<file path="src/rtl/sld_pkg.sv">
// constants for the serial latched output driver
// assumes a single core clock domain at 200 MHz
package sld_pkg;
  localparam int unsigned chan_count = 10;
  localparam logic [9:0] latch_reset = 10'h000;
  localparam logic [9:0] shift_reset = 10'h000;
  localparam logic [9:0] oe_all_off = 10'h3ff;
  localparam logic [9:0] drive_zero = 10'h000;
  typedef enum logic [1:0] {sld_idle, sld_shift, sld_pass} sld_mode_t;
endpackage

</file>
<file path="src/rtl/sld_shifter.sv">
// ten bit msb-first serial shift register
// assumes serial clock and data are synchronous to core_clk
`timescale 1ns/1ps
module sld_shifter (
  input wire logic core_clk,
  input wire logic rstn,
  input wire logic shift_en,
  input wire logic serial_data_in,
  output logic [9:0] shift_q
);
  logic [9:0] shift_reg;
  logic [9:0] shift_next;

  // older bits move toward the msb so the first bit sent lands at bit 9
  assign shift_next = shift_en ? {shift_reg[8:0], serial_data_in} : shift_reg;
  assign shift_q = shift_reg;

  always_ff @(posedge core_clk)
  begin
    if (!rstn)
      shift_reg <= sld_pkg::shift_reset;
    else
      shift_reg <= shift_next;
  end
endmodule

</file>
<file path="src/rtl/sld_driver.sv">
// ten channel serial latched output driver top
// assumes all inputs synchronous to core_clk; outputs drive tri-state pads
// How it works
// - serial data enters a ten bit shift register, msb first
// - latch follows the shift register while latch strobe is high
// - a channel drives on only with latch bit one and blanking low
// - blanking high puts every channel output in high impedance
// - ten channel outputs, first to last, one latch bit each
// - overvoltage from supply sense forces all outputs to high impedance
`timescale 1ns/1ps
module sld_driver (
  input wire logic core_clk,
  input wire logic rstn,
  input wire logic serial_clk,
  input wire logic serial_data_in,
  input wire logic latch_strobe,
  input wire logic blank,
  input wire logic supply_sense,
  output logic [9:0] channel_out,
  output logic [9:0] channel_oe_n,
  output logic [9:0] latch_q
);
  logic serial_clk_reg;
  logic [9:0] shift_q;
  logic [9:0] latch_reg;
  logic [9:0] latch_next;
  logic [9:0] out_reg;
  logic [9:0] oe_n_reg;
  logic [9:0] oe_n_next;
  logic shift_edge;
  logic outputs_off;
  logic [9:0] out_next;

  // pin data for one set of latch bits; all zero when the channels are cut off
  function automatic logic [9:0] drive_mask(input logic off, input logic [9:0] bits);
    logic [9:0] mask;
    mask = off ? sld_pkg::drive_zero : bits;
    return mask;
  endfunction

  // serial_clk is sampled directly, being synchronous; the data bit is taken
  // in the same cycle as the first high sample, so no data delay is needed
  always_ff @(posedge core_clk)
  begin
    if (!rstn)
      serial_clk_reg <= 1'b0;
    else
      serial_clk_reg <= serial_clk;
  end

  assign shift_edge = serial_clk & ~serial_clk_reg;

  sld_shifter u_shift (
    .core_clk(core_clk),
    .rstn(rstn),
    .shift_en(shift_edge),
    .serial_data_in(serial_data_in),
    .shift_q(shift_q)
  );

  // transparent while strobe high, one cycle behind the shift register
  assign latch_next = latch_strobe ? shift_q : latch_reg;
  assign outputs_off = blank | supply_sense;
  // data lines carry the latch value, zeroed while outputs are off; enables decide whether a pin is driven
  // an enable is the inverse of the gated data, so a zero bit leaves its pin floating
  assign out_next = drive_mask(outputs_off, latch_reg);
  assign oe_n_next = ~drive_mask(outputs_off, latch_reg);

  always_ff @(posedge core_clk)
  begin
    if (!rstn)
    begin
      latch_reg <= sld_pkg::latch_reset;
      out_reg <= sld_pkg::drive_zero;
      oe_n_reg <= sld_pkg::oe_all_off;
    end
    else
    begin
      latch_reg <= latch_next;
      out_reg <= out_next;
      oe_n_reg <= oe_n_next;
    end
  end

  assign channel_out = out_reg;
  assign channel_oe_n = oe_n_reg;
  assign latch_q = latch_reg;
endmodule

</file>
<file path="config.mk">
export PLATFORM = sky130hd
export DESIGN_NAME = sld_driver
export DESIGN_NICKNAME = d
export VERILOG_FILES = /design/src/rtl/sld_pkg.sv /design/src/rtl/sld_shifter.sv /design/src/rtl/sld_driver.sv
export SDC_FILE = /design/constraint.sdc
export NUM_CORES = 1
export LEC_CHECK = 0
export BUFFER_PORTS_ARGS = -buffer_cell sky130_fd_sc_hd__buf_4
export CORE_MARGIN = 1.5
export CORE_UTILIZATION = 30
export CTS_CLUSTER_SIZE = 30
export DETAILED_ROUTE_END_ITERATION = 8
export PLACE_DENSITY = 0.59
export SETUP_SLACK_MARGIN = 0.15
export SYNTH_ARGS = -nofsm -noshare
export SYNTH_HDL_FRONTEND = slang
export SYNTH_HIERARCHICAL = 1
export SYNTH_SLANG_ARGS = --single-unit
</file>
<file path="constraint.sdc">
create_clock -name core_clk -period 1.16 [get_ports core_clk]
set_input_delay 0.058 -clock core_clk [delete_from_list [all_inputs] [get_ports core_clk]]
set_output_delay 0.058 -clock core_clk [all_outputs]
set_load 0.01 [all_outputs]
</file>
==> impl_metrics.py <==
metrics = {
    "clock_network": {
        "h-tree-depth": 2,
        "insertion_delay_ps": 290,
        "clock-root-buffer": "clkbuf_8",
        "cts_sinks": 41,
        "clk_pin_slew_ps": 80,
        "postCtsSetupBuffers": 0,
        "cts_tree": "yes",
        "cts_inserted_buffers": 5,
        "cts_buffer_depth": 2,
    },
    "detailed_routing": {
        "drt_iter0_markers": 27,
        "post_drt_wl_per_cell_um": 10.87,
        "drtPass1Iterations": 4,
        "via_per_inst": 4.005,
        "met2_length_um": 1007,
        "detail-route-antenna-nets": 0,
        "route.met3.wl_um": 122,
        "vias": 809,
        "drc": 0,
        "routed_wl_um": 2196,
        "top_layer_used": "met4",
        "wl_met1_um": 1031,
    },
    "worst_setup_path": {
        "crit_path_top_delay_cell": "dfxtp_2",
        "rr_startpoint": "serial_clk_reg",
        "r2r_setup_slack_ps": 190,
        "worst_setup_path_end_kind": "register",
        "slowest_delay_ps": 330,
        "worstRegToRegCells": 4,
        "reg2reg_to": "u_shift/shift_q[4]",
        "cp_cell_sequence": "nor2b_4 -> buf_4 -> mux2i_1 -> nor2b_1",
        "start_kind": "register",
        "cp_top_family": "flip-flops",
        "path_max_fanout": 5,
        "arrival_ps": 1150,
        "path_buf_inv": 1,
        "crit_type": "register to register",
        "crit_required_ps": 1340,
    },
    "timing": {
        "worst_pin_slew_ps": 140.8,
        "post-route-min-period_ps": 970.2,
        "rsz0062_at_grt": "yes",
        "maxSlewHeadroom_pct": 90.35,
        "slew_violations": 0,
        "skew_ps": 5.729,
        "max_freq_mhz": 1031,
        "fin_setup_tns_ps": 0,
        "finalHoldViolCount": 0,
        "finalCritPeriodShare_pct": 83.64,
        "setup_violations": 0,
    },
    "cells_and_area": {
        "layout_common_cells": "dfxtp_1 (40), buf_4 (38), mux2i_1 (20), nor2b_1 (20), and2_1 (11)",
        "syn_to_final_growth_pct": 35.70,
        "final_common_cell": "dfxtp_1",
        "nets": 158,
        "fill_cells": 412,
        "layout-drive-gt1-share_pct": 32.89,
        "finalNonFillerCells": 202,
        "antenna_cells": 0,
    },
    "floorplanning": {
        "die_h_um": 68.92,
        "die-area_um2": 4750,
        "core-area_um2": 4086,
        "die_w_um": 68.92,
        "start_util_pct": 31.90,
        "io_pins": 37,
        "row_count": 23,
    },
    "placed_design": {
        "place.gp.congestion": 0.6271,
        "placed_cells": 192,
        "portBuffers": 36,
    },
    "min_path": {
        "whs_path_depth": 3,
        "min_to": "u_shift/shift_q[0]",
        "hp-start": "serial_data_in",
        "hold_class": "input pin to register",
    },
    "power_and_ir_drop": {
        "ir_worst_vdd_mv": 0.6177,
        "power_density_nw_per_um2": 1522,
        "p_leak_uw": 0.0007535,
    },
    "synthesis": {
        "synth_seq_area_share_pct": 62.96,
        "ys_seq_elements": 41,
        "syn_area_per_cell_um2": 11.96,
        "synthCells": 109,
        "synth_cell_types": 10,
        "ys.warnings.count": 6,
        "netlist_area_um2": 1304,
        "synth.net_count": 116,
    },
    "global_route": {
        "antenna_found_initial": 0,
        "overflow": 0,
        "grt_pass1_vias": 728,
        "grtUsageTotal_pct": 10.02,
        "grt_pass1_wl_um": 3318,
        "grt_max_degree": 23,
    },
    "outcome": {
        "outcome": "completed",
    },
    "job": {
        "cap_violations": 0,
    },
}
-- power by group --
part,switching (uW),internal (uW)
combinational,44.0,59.3
sequential,6.24,1410
clock,469,699
total,519,2170
-- routing by layer --
| metal | vias up | GRT usage [%] |
|---|---|---|
| met2 | 22 | 14.30 |
| li1 | 430 | - |
| met1 | 353 | 12.41 |
| met5 | - | 0 |
| met4 | 0 | 6.618 |
| met3 | 4 | 3.896 |
-- synth_stat cells --
library cell / n / area share, %
buf_2: 2 / 0.77
nor3b_2: 1 / 0.96
clkbuf_1: 1 / 0.29
nor2b_1: 21 / 10
and2_1: 11 / 5.3
buf_4: 1 / 0.58
buf_6: 1 / 0.86
nand2_1: 10 / 2.9
dfxtp_1: 41 / 63
mux2i_1: 20 / 15
-- worst register-to-register path: cells and delay by family, from the launching register on --
family | cells | cell delay, ps
DFF | 1 | 330
muxes | 1 | 190
and+or+nand+nor | 2 | 180
buffers and inverters | 1 | 170
-- timing repair --
item	CTS	global route
hold buffers	1	0
resized for setup	0	6
setup endpoints to repair	0	10
endpoints found under the hold margin	1	0
-- kinds of logic (layout without fill, tap and decap cells) --
| family | count (synthesis) | count (layout) | synth area share, % |
|---|---|---|---|
| simple gates | 43 | 43 | 19.19 |
| mux | 20 | 20 | 15.35 |
| flops | 41 | 41 | 62.96 |
| buf+inv | 5 | 48 | 2.495 |
-- worst max-delay path by stage --
stage | start | end | cells past startpoint
2_1_floorplan | serial_clk_reg | u_shift/shift_q[0] | 4
3_3_place_gp | serial_clk_reg | u_shift/shift_q[7] | 4
3_5_place_dp | serial_clk_reg | u_shift/shift_q[3] | 4
4_1_cts | serial_clk_reg | u_shift/shift_q[3] | 4
5_1_grt | serial_clk_reg | u_shift/shift_q[2] | 4
6_report | serial_clk_reg | u_shift/shift_q[4] | 4
-- per-stage QoR --
stage          hold slack [ps]  power, uW  worst slack, ps  util [%]  area (um2)
3_5_place_dp             273.6       1546            173.6     39.62        1619
5_1_grt                  62.86       2792            131.2     43.29        1769
6_report                 30.01       2692            189.8     43.29        1769
2_1_floorplan            179.7       1518            249.2         -        1304
4_1_cts                  25.75       2722            164.1     42.80        1749
3_3_place_gp             270.9       1544            201.4     39.62        1619
-- layout make-up --
type	instances	area [um2]	area share [%]
clock inverters	2	37.54	2.122
repair buffers	40	306.5	17.33
multi-input cells	63	457.9	25.88
flip-flops and latches	41	822.0	46.46
well taps	50	62.56	3.536
clock buffers	6	82.58	4.668
(Power assumes the default switching activity.)
